## src/rtl/pmto_map.svh

```systemverilog
// register offsets, field positions, reset values and timing for the pm timeout block
`ifndef PMTO_MAP_SVH
`define PMTO_MAP_SVH
// byte addresses, one aligned word each
`define PMTO_OFF_CEB      8'h00
`define PMTO_OFF_PERIOD   8'h04
`define PMTO_OFF_TRIG     8'h08
`define PMTO_OFF_TSTAT    8'h0c
`define PMTO_OFF_BASE     8'h10
`define PMTO_OFF_SUPPORT  8'h30
`define PMTO_WORD_STEP    8'h04
// reset values
`define PMTO_CEB_RST      8'h0e
`define PMTO_ZERO8        8'h00
// writable bits
`define PMTO_CEB_WMASK    8'h0f
`define PMTO_TRIG_WMASK   8'h0f
// read-only low bits of the base-address low bytes
`define PMTO_RO_EVT       8'h03
`define PMTO_RO_TMR       8'h03
`define PMTO_RO_CTL       8'h01
`define PMTO_RO_GP        8'h0f
// field positions
`define PMTO_CEB_TMR_CLK  0
`define PMTO_CEB_UNIT_LSB 1
`define PMTO_CEB_BUSY_LSB 6
`define PMTO_SUP_SLP_STS  0
`define PMTO_SUP_SLP_EN   1
`define PMTO_SUP_GL_STS   2
`define PMTO_SUP_GL_EN    3
`define PMTO_SUP_GL_REL   4
`define PMTO_SUP_SMI_STS  5
`define PMTO_SUP_SMI_EN   6
`define PMTO_SUP_PM1_MASK 7
// one-minute tick
`define PMTO_MINUTE_S     64'd60
`define PMTO_CLK_HZ       64'd200000000
`endif

```

## src/rtl/pmto_pkg.sv

```systemverilog
// types shared by the pm timeout block and its users
package pmto_pkg;
    // apb request from the master
    typedef struct packed {
        logic        psel;
        logic        penable;
        logic        pwrite;
        logic [7:0]  paddr;
        logic [31:0] pwdata;
        logic [3:0]  pstrb;
    } pmto_apb_s;
    // relocatable acpi group bases
    typedef struct packed {
        logic [15:0] event_base;
        logic [15:0] timer_base;
        logic [15:0] control_base;
        logic [15:0] gp_status_base;
    } pmto_bases_s;
    // qualifiers for the acpi fixed register logic
    typedef struct packed {
        logic timer_regs_en;
        logic pm1_other_mask;
        logic glock_set;
    } pmto_acpi_s;
endpackage

```

## src/rtl/pmto_top.sv

```systemverilog
// power-management clock enables, minute timeout timer and acpi support registers
//
// Decided for this implementation: the APB slave port and the register addresses.
`timescale 1ns/1ps
`include "pmto_map.svh"

module pmto_top #(
    parameter logic [35:0] MINUTE_CYCLES = 36'(`PMTO_MINUTE_S * `PMTO_CLK_HZ)
) (
    input  wire logic                  pclk,
    input  wire logic                  presetn,
    input  wire pmto_pkg::pmto_apb_s   apb_req,
    output logic [31:0]                prdata,
    output logic                       pready,
    output logic                       pslverr,
    input  wire logic                  soft_reset,
    input  wire logic                  pm_activate,
    input  wire logic [2:0]            unit_cfg_clk,
    output logic [2:0]                 unit_clk_en,
    input  wire logic [1:0]            serial_busy,
    input  wire logic [3:0]            trigger_irq,
    input  wire logic                  sleep_en_write,
    input  wire logic                  glock_release_write,
    input  wire logic                  smi_cmd_write,
    output logic                       pm_active,
    output logic                       expiry_output_n,
    output logic                       irq_req,
    output pmto_pkg::pmto_bases_s      bases,
    output pmto_pkg::pmto_acpi_s       acpi_ctl
);
    import pmto_pkg::*;

    logic [7:0]  clock_enable_busy_reg;
    logic [7:0]  timeout_period_reg;
    logic [7:0]  timeout_trigger_reg;
    logic [7:0]  timeout_status_reg;
    logic [7:0]  acpi_support_reg;
    logic [7:0]  base_reg [8];
    logic [7:0]  count_reg;
    logic        running_reg;
    logic [35:0] presc_reg;
    logic        glock_set_reg;
    logic        wr_en;
    logic        rd_setup;
    logic        mapped;
    logic        tick;
    logic        trig_hit;
    logic        wd_clear;
    logic [7:0]  wdata;
    logic [7:0]  rd_next;
    logic [7:0]  base_hit;

    // zero-wait slave: every access phase completes at once
    assign pready   = 1'b1;
    assign wdata    = apb_req.pwdata[7:0];
    assign wr_en    = apb_req.psel & apb_req.penable & apb_req.pwrite & apb_req.pstrb[0];
    assign rd_setup = apb_req.psel & ~apb_req.penable & ~apb_req.pwrite;
    assign mapped   = (apb_req.paddr == `PMTO_OFF_CEB) | (apb_req.paddr == `PMTO_OFF_PERIOD)
                    | (apb_req.paddr == `PMTO_OFF_TRIG) | (apb_req.paddr == `PMTO_OFF_TSTAT)
                    | (apb_req.paddr == `PMTO_OFF_SUPPORT) | (|base_hit);
    // unmapped addresses answer with an error, writes there are dropped
    assign pslverr  = apb_req.psel & apb_req.penable & ~mapped;

    // base-address bytes: evt lo/hi, tmr lo/hi, ctl lo/hi, gp lo/hi
    function automatic logic [7:0] base_ro_mask(input int idx);
        case (idx)
            0:       base_ro_mask = `PMTO_RO_EVT;
            2:       base_ro_mask = `PMTO_RO_TMR;
            4:       base_ro_mask = `PMTO_RO_CTL;
            6:       base_ro_mask = `PMTO_RO_GP;
            default: base_ro_mask = `PMTO_ZERO8;
        endcase
    endfunction

    for (genvar i = 0; i < 8; i++) begin : g_base
        localparam logic [7:0] OFF = `PMTO_OFF_BASE + 8'(i) * `PMTO_WORD_STEP;
        assign base_hit[i] = (apb_req.paddr == OFF);
        // read-only low bits stay zero whatever software writes
        always_ff @(posedge pclk or negedge presetn) begin
            if (!presetn) begin
                base_reg[i] <= `PMTO_ZERO8;
            end else if (wr_en && base_hit[i]) begin
                base_reg[i] <= wdata & ~base_ro_mask(i);
            end
        end
    end

    assign bases.event_base     = {base_reg[1], base_reg[0]};
    assign bases.timer_base     = {base_reg[3], base_reg[2]};
    assign bases.control_base   = {base_reg[5], base_reg[4]};
    assign bases.gp_status_base = {base_reg[7], base_reg[6]};

    // clock enables; busy bits are live inputs, never stored
    always_ff @(posedge pclk or negedge presetn) begin
        if (!presetn) begin
            clock_enable_busy_reg <= `PMTO_CEB_RST;
        end else if (wr_en && apb_req.paddr == `PMTO_OFF_CEB) begin
            clock_enable_busy_reg <= wdata & `PMTO_CEB_WMASK;
        end
    end

    // unit clock gates: both our bit and the unit's own config bit
    for (genvar u = 0; u < 3; u++) begin : g_unit
        always_ff @(posedge pclk or negedge presetn) begin
            if (!presetn) begin
                unit_clk_en[u] <= 1'b0;
            end else begin
                unit_clk_en[u] <= clock_enable_busy_reg[`PMTO_CEB_UNIT_LSB + u] & unit_cfg_clk[u];
            end
        end
    end

    // pm logical device active flag
    always_ff @(posedge pclk or negedge presetn) begin
        if (!presetn) begin
            pm_active <= 1'b0;
        end else if (soft_reset) begin
            pm_active <= 1'b0;
        end else if (pm_activate) begin
            pm_active <= 1'b1;
        end
    end

    // hard reset is the async path; these are the synchronous clears
    assign wd_clear = pm_activate | soft_reset;

    // programmed period, never the running count
    always_ff @(posedge pclk or negedge presetn) begin
        if (!presetn) begin
            timeout_period_reg <= `PMTO_ZERO8;
        end else if (wd_clear) begin
            timeout_period_reg <= `PMTO_ZERO8;
        end else if (wr_en && apb_req.paddr == `PMTO_OFF_PERIOD) begin
            timeout_period_reg <= wdata;
        end
    end

    // trigger enables for kbd, mouse, serial a, serial b
    always_ff @(posedge pclk or negedge presetn) begin
        if (!presetn) begin
            timeout_trigger_reg <= `PMTO_ZERO8;
        end else if (pm_activate) begin
            timeout_trigger_reg <= `PMTO_ZERO8;
        end else if (wr_en && apb_req.paddr == `PMTO_OFF_TRIG) begin
            timeout_trigger_reg <= wdata & `PMTO_TRIG_WMASK;
        end
    end

    // inputs arrive already at their active level, so polarity does not matter
    assign trig_hit = |(trigger_irq & timeout_trigger_reg[3:0]);
    assign tick     = running_reg && (presc_reg == MINUTE_CYCLES - 36'd1);

    // minute prescaler restarts with each load so a period is whole minutes
    always_ff @(posedge pclk or negedge presetn) begin
        if (!presetn) begin
            presc_reg <= '0;
        end else if (!running_reg || trig_hit || tick || wd_clear
                     || (wr_en && apb_req.paddr == `PMTO_OFF_PERIOD)) begin
            presc_reg <= '0;
        end else begin
            presc_reg <= presc_reg + 36'd1;
        end
    end

    // countdown: clear beats software write beats trigger beats tick
    always_ff @(posedge pclk or negedge presetn) begin
        if (!presetn) begin
            count_reg       <= `PMTO_ZERO8;
            running_reg     <= 1'b0;
            expiry_output_n <= 1'b1;
        end else if (wd_clear) begin
            count_reg       <= `PMTO_ZERO8;
            running_reg     <= 1'b0;
            expiry_output_n <= 1'b1;
        end else if (wr_en && apb_req.paddr == `PMTO_OFF_PERIOD) begin
            count_reg       <= wdata;
            running_reg     <= (wdata != `PMTO_ZERO8);
            expiry_output_n <= 1'b1;
        end else if (running_reg && trig_hit) begin
            count_reg <= timeout_period_reg;
        end else if (tick) begin
            count_reg <= count_reg - 8'd1;
            if (count_reg == 8'd1) begin
                running_reg     <= 1'b0;
                expiry_output_n <= 1'b0;
            end
        end
    end

    // status mirrors the expiry level even when the pin serves as gpio
    assign timeout_status_reg = {7'h00, expiry_output_n};

    // acpi support: sticky bits where the hardware set wins over a clear
    always_ff @(posedge pclk or negedge presetn) begin
        if (!presetn) begin
            acpi_support_reg <= `PMTO_ZERO8;
        end else begin
            if (wr_en && apb_req.paddr == `PMTO_OFF_SUPPORT) begin
                acpi_support_reg[`PMTO_SUP_SLP_EN]   <= wdata[`PMTO_SUP_SLP_EN];
                acpi_support_reg[`PMTO_SUP_GL_EN]    <= wdata[`PMTO_SUP_GL_EN];
                acpi_support_reg[`PMTO_SUP_SMI_EN]   <= wdata[`PMTO_SUP_SMI_EN];
                acpi_support_reg[`PMTO_SUP_PM1_MASK] <= wdata[`PMTO_SUP_PM1_MASK];
                if (wdata[`PMTO_SUP_SLP_STS]) begin
                    acpi_support_reg[`PMTO_SUP_SLP_STS] <= 1'b0;
                end
                if (wdata[`PMTO_SUP_GL_STS]) begin
                    acpi_support_reg[`PMTO_SUP_GL_STS] <= 1'b0;
                end
                if (wdata[`PMTO_SUP_SMI_STS]) begin
                    acpi_support_reg[`PMTO_SUP_SMI_STS] <= 1'b0;
                end
            end
            if (sleep_en_write) begin
                acpi_support_reg[`PMTO_SUP_SLP_STS] <= 1'b1;
            end
            if (glock_release_write) begin
                acpi_support_reg[`PMTO_SUP_GL_STS] <= 1'b1;
            end
            if (smi_cmd_write) begin
                acpi_support_reg[`PMTO_SUP_SMI_STS] <= 1'b1;
            end
        end
    end

    // interrupt request from each enabled sticky status
    always_ff @(posedge pclk or negedge presetn) begin
        if (!presetn) begin
            irq_req <= 1'b0;
        end else begin
            irq_req <= (acpi_support_reg[`PMTO_SUP_SLP_STS] & acpi_support_reg[`PMTO_SUP_SLP_EN])
                     | (acpi_support_reg[`PMTO_SUP_GL_STS] & acpi_support_reg[`PMTO_SUP_GL_EN])
                     | (acpi_support_reg[`PMTO_SUP_SMI_STS] & acpi_support_reg[`PMTO_SUP_SMI_EN]);
        end
    end

    // lock release bit is write-only: one-cycle pulse to the pm1 status logic
    always_ff @(posedge pclk or negedge presetn) begin
        if (!presetn) begin
            glock_set_reg <= 1'b0;
        end else begin
            glock_set_reg <= wr_en && apb_req.paddr == `PMTO_OFF_SUPPORT
                             && wdata[`PMTO_SUP_GL_REL];
        end
    end

    assign acpi_ctl.timer_regs_en  = clock_enable_busy_reg[`PMTO_CEB_TMR_CLK];
    assign acpi_ctl.pm1_other_mask = acpi_support_reg[`PMTO_SUP_PM1_MASK];
    assign acpi_ctl.glock_set      = glock_set_reg;

    // read mux; the snapshot is taken in the setup cycle
    always_comb begin
        rd_next = `PMTO_ZERO8;
        case (apb_req.paddr)
            `PMTO_OFF_CEB:     rd_next = {serial_busy[0], serial_busy[1],
                                          clock_enable_busy_reg[5:0]};
            `PMTO_OFF_PERIOD:  rd_next = timeout_period_reg;
            `PMTO_OFF_TRIG:    rd_next = timeout_trigger_reg;
            `PMTO_OFF_TSTAT:   rd_next = timeout_status_reg;
            `PMTO_OFF_SUPPORT: rd_next = acpi_support_reg & ~(8'h01 << `PMTO_SUP_GL_REL);
            default: begin
                for (int k = 0; k < 8; k++) begin
                    if (base_hit[k]) begin
                        rd_next = base_reg[k];
                    end
                end
            end
        endcase
    end

    always_ff @(posedge pclk or negedge presetn) begin
        if (!presetn) begin
            prdata <= '0;
        end else if (rd_setup) begin
            prdata <= {24'h000000, rd_next};
        end
    end

    wire period_wr = wr_en && apb_req.paddr == `PMTO_OFF_PERIOD;
    wire sup_wr    = wr_en && apb_req.paddr == `PMTO_OFF_SUPPORT;
    wire [2:0] irq_armed = {acpi_support_reg[`PMTO_SUP_SMI_STS] & acpi_support_reg[`PMTO_SUP_SMI_EN],
                            acpi_support_reg[`PMTO_SUP_GL_STS] & acpi_support_reg[`PMTO_SUP_GL_EN],
                            acpi_support_reg[`PMTO_SUP_SLP_STS] & acpi_support_reg[`PMTO_SUP_SLP_EN]};
endmodule

```

## config.mk

```make
export PLATFORM = sky130hd
export DESIGN_NAME = pmto_top
export DESIGN_NICKNAME = d
export VERILOG_FILES = /design/src/rtl/pmto_pkg.sv /design/src/rtl/pmto_top.sv
export VERILOG_INCLUDE_DIRS = /design/src /design/src/rtl
export SDC_FILE = /design/constraint.sdc
export NUM_CORES = 1
export LEC_CHECK = 0
export ABC_AREA = 0
export BUFFER_PORTS_ARGS = -buffer_cell sky130_fd_sc_hd__buf_2
export CORE_ASPECT_RATIO = 0.5
export CORE_UTILIZATION = 38
export CTS_CLUSTER_SIZE = 16
export DETAILED_ROUTE_END_ITERATION = 10
export GPL_TIMING_DRIVEN = 0
export PLACE_DENSITY_LB_ADDON = 0.05
export SLEW_MARGIN = 40
export SYNTH_ARGS = -nofsm -noshare
export SYNTH_HDL_FRONTEND = slang
export SYNTH_SLANG_ARGS = --single-unit
```

## constraint.sdc

```tcl
create_clock -name pclk -period 6 [get_ports pclk]
set_input_delay 0.3 -clock pclk [delete_from_list [all_inputs] [get_ports pclk]]
set_output_delay 0.3 -clock pclk [all_outputs]
set_load 0.005 [all_outputs]
```

Word level (Yosys, flattened, before mapping)
Cells that the tools add are included.
Storage, ports and cells
  register bits: 142
  bits in latches: 0
  bits in writable memories: 0
  memory bits (read-only): 0
  input port bits: 63
  output and inout bits: 107
  logic and storage cells: 143
  memories: 0
Cells by class
  add/subtract/negate cells: 2
  multiply operators: 0
  divide/modulo/power cells: 0
  order comparisons: 0
  eq/ne operators: 15
  shift operators: 0
  multiplexer cells: 35
  bitwise logic cells: 24
  reductions and logical operators: 40
Operators with widths (number)
  8-bit two-way mux: 16
  8-bit by 6-bit equality test with 1-bit output, second input constant: 5
  8-bit one-hot mux with 5 select lines: 1
  36-bit by 1-bit adder with 36-bit output, second input constant: 1
  36-bit by 34-bit equality test with 1-bit output, second input constant: 1
  36-bit two-way mux: 1
  8-bit by 5-bit equality test with 1-bit output, second input constant: 4
  2-bit nonzero test: 9
  8-bit by 4-bit equality test with 1-bit output, second input constant: 2
  1-bit two-way mux: 16
  1-bit logical AND: 15
  1-bit bitwise AND: 12
  8-bit by 1-bit equality test with 1-bit output, second input constant: 1
  8-bit by 3-bit equality test with 1-bit output, second input constant: 1
  8-bit zero test: 1
  1-bit bitwise OR: 8
  8-bit nonzero test: 1
  8-bit OR reduction: 1
  8-bit by 1-bit subtractor with 8-bit output, second input constant: 1
  2-bit AND reduction: 3
  3-bit nonzero test: 2
  4-bit bitwise AND: 1
  1-bit logical OR: 4
  4-bit nonzero test: 1
  other kinds (6): 8

Longest topological paths before layout
  depth in word-level cells: 10
  depth in mapped cells: 8
  depth with buffers taken out: 7

Worst setup path before layout
Ideal clock, no wire load.
  kind: input to register
  from: input apb_req[41] (netlist name)
  to: register base_reg (netlist bit bases[40])
  library setup time: 0.125 ns
  data arrival time: 1.933 ns
  required time: 5.875 ns
  slack: 3.942 ns
  cell stages on the path: 5
  path buffers: 1
  cells stage by stage: or4b_1 or2_1 or3_1 buf_6 mux2_4
Between the ends
  word-level cells in the longest chain between the ends: 2
RTL lines
  start: declaration: line pmto_top.sv:12  | input wire pmto_pkg::pmto_apb_s apb_req,
  8-bit by 5-bit equality test with 1-bit output: line pmto_top.sv:77  | assign base_hit[i] = (apb_req.paddr == OFF);
  1-bit logical AND: line pmto_top.sv:82  | end else if (wr_en && base_hit[i]) begin
  end signal: indexed assignment: line pmto_top.sv:81  | base_reg[i] <= `PMTO_ZERO8;
  end signal: indexed assignment: line pmto_top.sv:83  | base_reg[i] <= wdata & ~base_ro_mask(i);
  end: declaration: line pmto_top.sv:38  | logic [7:0] base_reg [8];
No other way between the ends.
A chain may end at the register's enable or synchronous reset.

Worst setup path after layout
  from: register presc_reg[0]
  to: register presc_reg[28]
Between the ends
  word-level cells in the longest chain between the ends: 6
  elaborated cells on any way between the ends: 7
  classes of those cells: add/sub (1); eq/ne (1); mux (1); reduce/logical (4)
RTL lines
  start: declaration: line pmto_top.sv:41  | logic [35:0] presc_reg;
  start signal: assignment: line pmto_top.sv:161  | presc_reg <= presc_reg + 36'd1;
  branches (longest 5 deep; another with 36-bit by 1-bit adder with 36-bit output)
  36-bit two-way mux (*): line pmto_top.sv:157  | end else if (!running_reg || trig_hit || tick || wd_clear
Every way passes the cells marked *.

==> results.json <==
{
  "syn-instance-count": 688,
  "die_height_um": 99.8,
  "power.share.clock": 0.502,
  "place_ws_ns": 3.29,
  "reg2reg_depth": 8,
  "detail_route.wl_per_cell_um": 18.3,
  "yosysUniqueCellTypes": 67,
  "top_usage_layer": "met2",
  "synth_fa_ha_area_frac": 0.00516,
  "total_power_w": 0.00229,
  "p_leak_nw": 4.21,
  "final_cells": 1121,
  "drive_gt1_frac": 0.330,
  "min_path_type": "input pin to flip-flop",
  "grt_usage": 0.219,
  "cts_tree": "yes",
  "setup_tns_ns": 0,
  "final_max_slew_viol_count": 0,
  "synth-seq-cells": 138,
  "synthToLayoutAreaGrowth_pct": 23.2,
  "port_buffers": 106,
  "swShare": 0.240,
  "io_pins": 170,
  "clockRootBuffer": "clkbuf_16",
  "setup_violations": 0,
  "vias_per_cell": 5.08,
  "grt_overflow": 0,
  "fill_cells": 1800,
  "grtUsageMet3": 0.0447,
  "worst-path-max-fanout": 10,
  "max_freq_mhz": 418,
  "rsz0062_at_grt": "false",
  "largest_register_ffs": 55,
  "grt_use_met2": 0.344,
  "core-area_um2": 18600,
  "synth_edf_count": 0,
  "min_period_ns": 2.39,
  "placed_cells": 1087,
  "grtUsageMet1": 0.303,
  "clockBufferDepth": 2,
  "synth_top_family_by_area": "simple AND/OR/NAND/NOR gates",
  "p_sw_w": 0.000548,
  "grt_pass1_vias": 5733,
  "dieArea_um2": 19700,
  "synthFlopType": "dfrtp_1",
  "drt_pre_antenna_iters": 5,
  "vias": 5695,
  "routed_wl_um": 20500,
  "grt_max_degree": 67,
  "crit_required_ns": 6.31,
  "synth_warnings": 0,
  "run_status": "finished clean",
  "synthSimpleGateAreaFrac": 0.175,
  "antenna_left": 0,
  "irDropWorstVdd_uv": 190,
  "first_iter_violations": 258,
  "cp-end-kind": "flip-flop",
  "finalWeightedCongestion": 0.818,
  "post-route-drc-count": 0,
  "die_x_um": 198,
  "syn_area_per_cell_um2": 10.6,
  "worst_slew_pin_slew_ns": 0.801,
  "critPathLaunchType": "flip-flop",
  "synthArstFlopShare": 1.00,
  "worstHoldPathCells": 2,
  "clock-sinks": 138,
  "antenna_found_initial": 0,
  "fp-row-count": 35,
  "synthXorXnorAreaFrac": 0.0398,
  "synth_compound_area_frac": 0.0895,
  "hpwl_um": 14700,
  "combPwrFrac": 0.079,
  "clk_pin_slew_ns": 0.07,
  "power.internal_w": 0.00174,
  "h-tree-depth": 4,
  "synth_mux_area_frac": 0.151,
  "yosysSeqAreaShare": 0.476,
  "placed_area_um2": 8310,
  "seq_power_share": 0.419,
  "cts_made_buffers": 17,
  "finalWorstSetupSlack_ns": 3.61,
  "grt_pass1_wl_um": 32500,
  "critPathKind": "flip-flop to flip-flop",
  "fin_nets": 914,
  "hold_violations": 0,
  "final_area_um2": 8960,
  "crit_arrival_ns": 2.70,
  "start_util": 0.392,
  "synth.cell_area_um2": 7270,
  "clk_latency_ns": 0.43,
  "power_density_nw_per_um2": 255,
  "finalCritPeriodShare": 0.399,
  "slew-limit-headroom": 0.466,
  "maxCapViolations": 0,
  "clock_skew_ns": 0.00979
}
[power by group through the flow]
stage          Combinational, W  Sequential (W)  Clock [W]
2_1_floorplan          0.000102        0.000972          0
6_report               0.000181        0.000957    0.00115
3_3_place_gp           0.000174        0.000974          0
4_1_cts                0.000181        0.000957    0.00116
3_5_place_dp           0.000180        0.000974          0
5_1_grt                0.000202        0.000959    0.00120
[metrics by stage]
stage               hold slack [ns]   util
floorplan                   0.00441      -
global placement              0.466  0.444
detailed placement            0.136  0.448
CTS                          0.0330  0.482
global route                 0.0454  0.482
finish                       0.0486  0.483
[layout make-up]
class	instances	area [µm²]	area share
Multi-Input combinational cell	505	3480	0.389
Sequential cell	138	3460	0.386
Timing Repair Buffer	109	606	0.0676
Clock buffer	21	460	0.0514
Buffer	69	427	0.0476
Tap cell	259	324	0.0362
Clock inverter	11	169	0.0188
Inverter	8	30.0	0.00335
Antenna cell	1	2.50	0.000279
[worst max-delay path: stages (launching register included)]
cell     delay, ns
dfrtp_1       0.42
ha_1          0.26
nand2_1       0.14
or3_1         0.41
nor4_2        0.46
or3_1         0.17
buf_4         0.16
buf_4         0.19
nor2_1        0.07
[layer usage]
| layer | wire length (µm) | share of wire | vias to the layer above |
|---|---|---|---|
| met3 | 752 | 0.037 | 20 |
| met5 | 0 | 0 | - |
| met4 | 318 | 0.016 | 0 |
| met2 | 9450 | 0.46 | 109 |
| met1 | 9950 | 0.49 | 2844 |
| li1 | - | - | 2722 |
[timing repair]
action,CTS,global route
hold buffers,1,0
buffers inserted,0,0
gates resized for setup,0,0
hold endpoints to repair,72,0
[cell usage after synthesis (3+ instances only)]
cell type | n | area [µm²]
dfrtp_1 | 134 | 3350
nor2_1 | 70 | 263
mux2_2 | 68 | 766
nand2_1 | 53 | 199
buf_4 | 41 | 308
xor2_1 | 27 | 236
a21oi_1 | 22 | 110
o21ai_0 | 22 | 110
clkbuf_1 | 19 | 71.3
mux2i_1 | 18 | 180
nand3_1 | 18 | 90.1
nand4_1 | 14 | 87.6
nor3_1 | 11 | 55.1
or3_1 | 11 | 68.8
and2_1 | 9 | 56.3
o22ai_1 | 9 | 56.3
inv_1 | 8 | 30.0
mux2_4 | 8 | 120
nor4_1 | 8 | 50.1
o32ai_1 | 8 | 70.1
nor2b_1 | 6 | 37.5
xnor2_1 | 6 | 52.6
buf_2 | 5 | 25.0
a211oi_1 | 4 | 30.0
a21o_1 | 4 | 30.0
and3_1 | 4 | 25.0
dfstp_2 | 4 | 105
nor3_2 | 4 | 40.0
nor3b_1 | 4 | 30.0
a221oi_1 | 3 | 26.3
a22o_1 | 3 | 26.3
a2bb2oi_1 | 3 | 26.3
a32oi_1 | 3 | 26.3
and4_1 | 3 | 26.3
buf_1 | 3 | 11.3
ha_1 | 3 | 37.5
nand2b_1 | 3 | 18.8
or4_1 | 3 | 22.5
[logic make-up (layout without fill, tap and decap cells)]
family / Yosys count / after routing
adders and majority gates: 3 / 3
DFF: 138 / 138
muxes: 96 / 96
xor gates and xnor gates: 33 / 33
AOI/OAI and AO/OA: 98 / 98
buffers and inverters: 77 / 218
and+or+nand+nor: 241 / 241
other: 2 / 35
[final timing paths]
| path | slack [ns] | to | startpoint |
|---|---|---|---|
| worst min register to register | 0.49 | pm_active | pm_active |
| worst min-delay path | 0.05 | acpi_support_reg[2] | glock_release_write |
| worst max register to register | 3.61 | presc_reg[28] | presc_reg[0] |
| min in group asynchronous | 0.29 | presc_reg[24] | presetn |
| max in group asynchronous | 4.80 | clock_enable_busy_reg[1] | presetn |
| worst max-delay path | 3.61 | presc_reg[28] | presc_reg[0] |
[cells in the final DEF (no fill, tap or decap), types with 9 or more instances in the layout]
cell       netlist  routed
dfrtp_1        134     134
buf_2            5     110
nor2_1          70      69
mux2_2          68      68
nand2_1         53      53
buf_4           41      41
conb_1           2      34
xor2_1          27      27
o21ai_0         22      22
a21oi_1         22      22
clkbuf_1        19      21
nand3_1         18      18
mux2i_1         18      18
clkbuf_16        0      17
nand4_1         14      14
or3_1           11      11
nor3_1          11      11
and2_1           9       9
o22ai_1          9       9
Power figures use the tool's default switching activity.
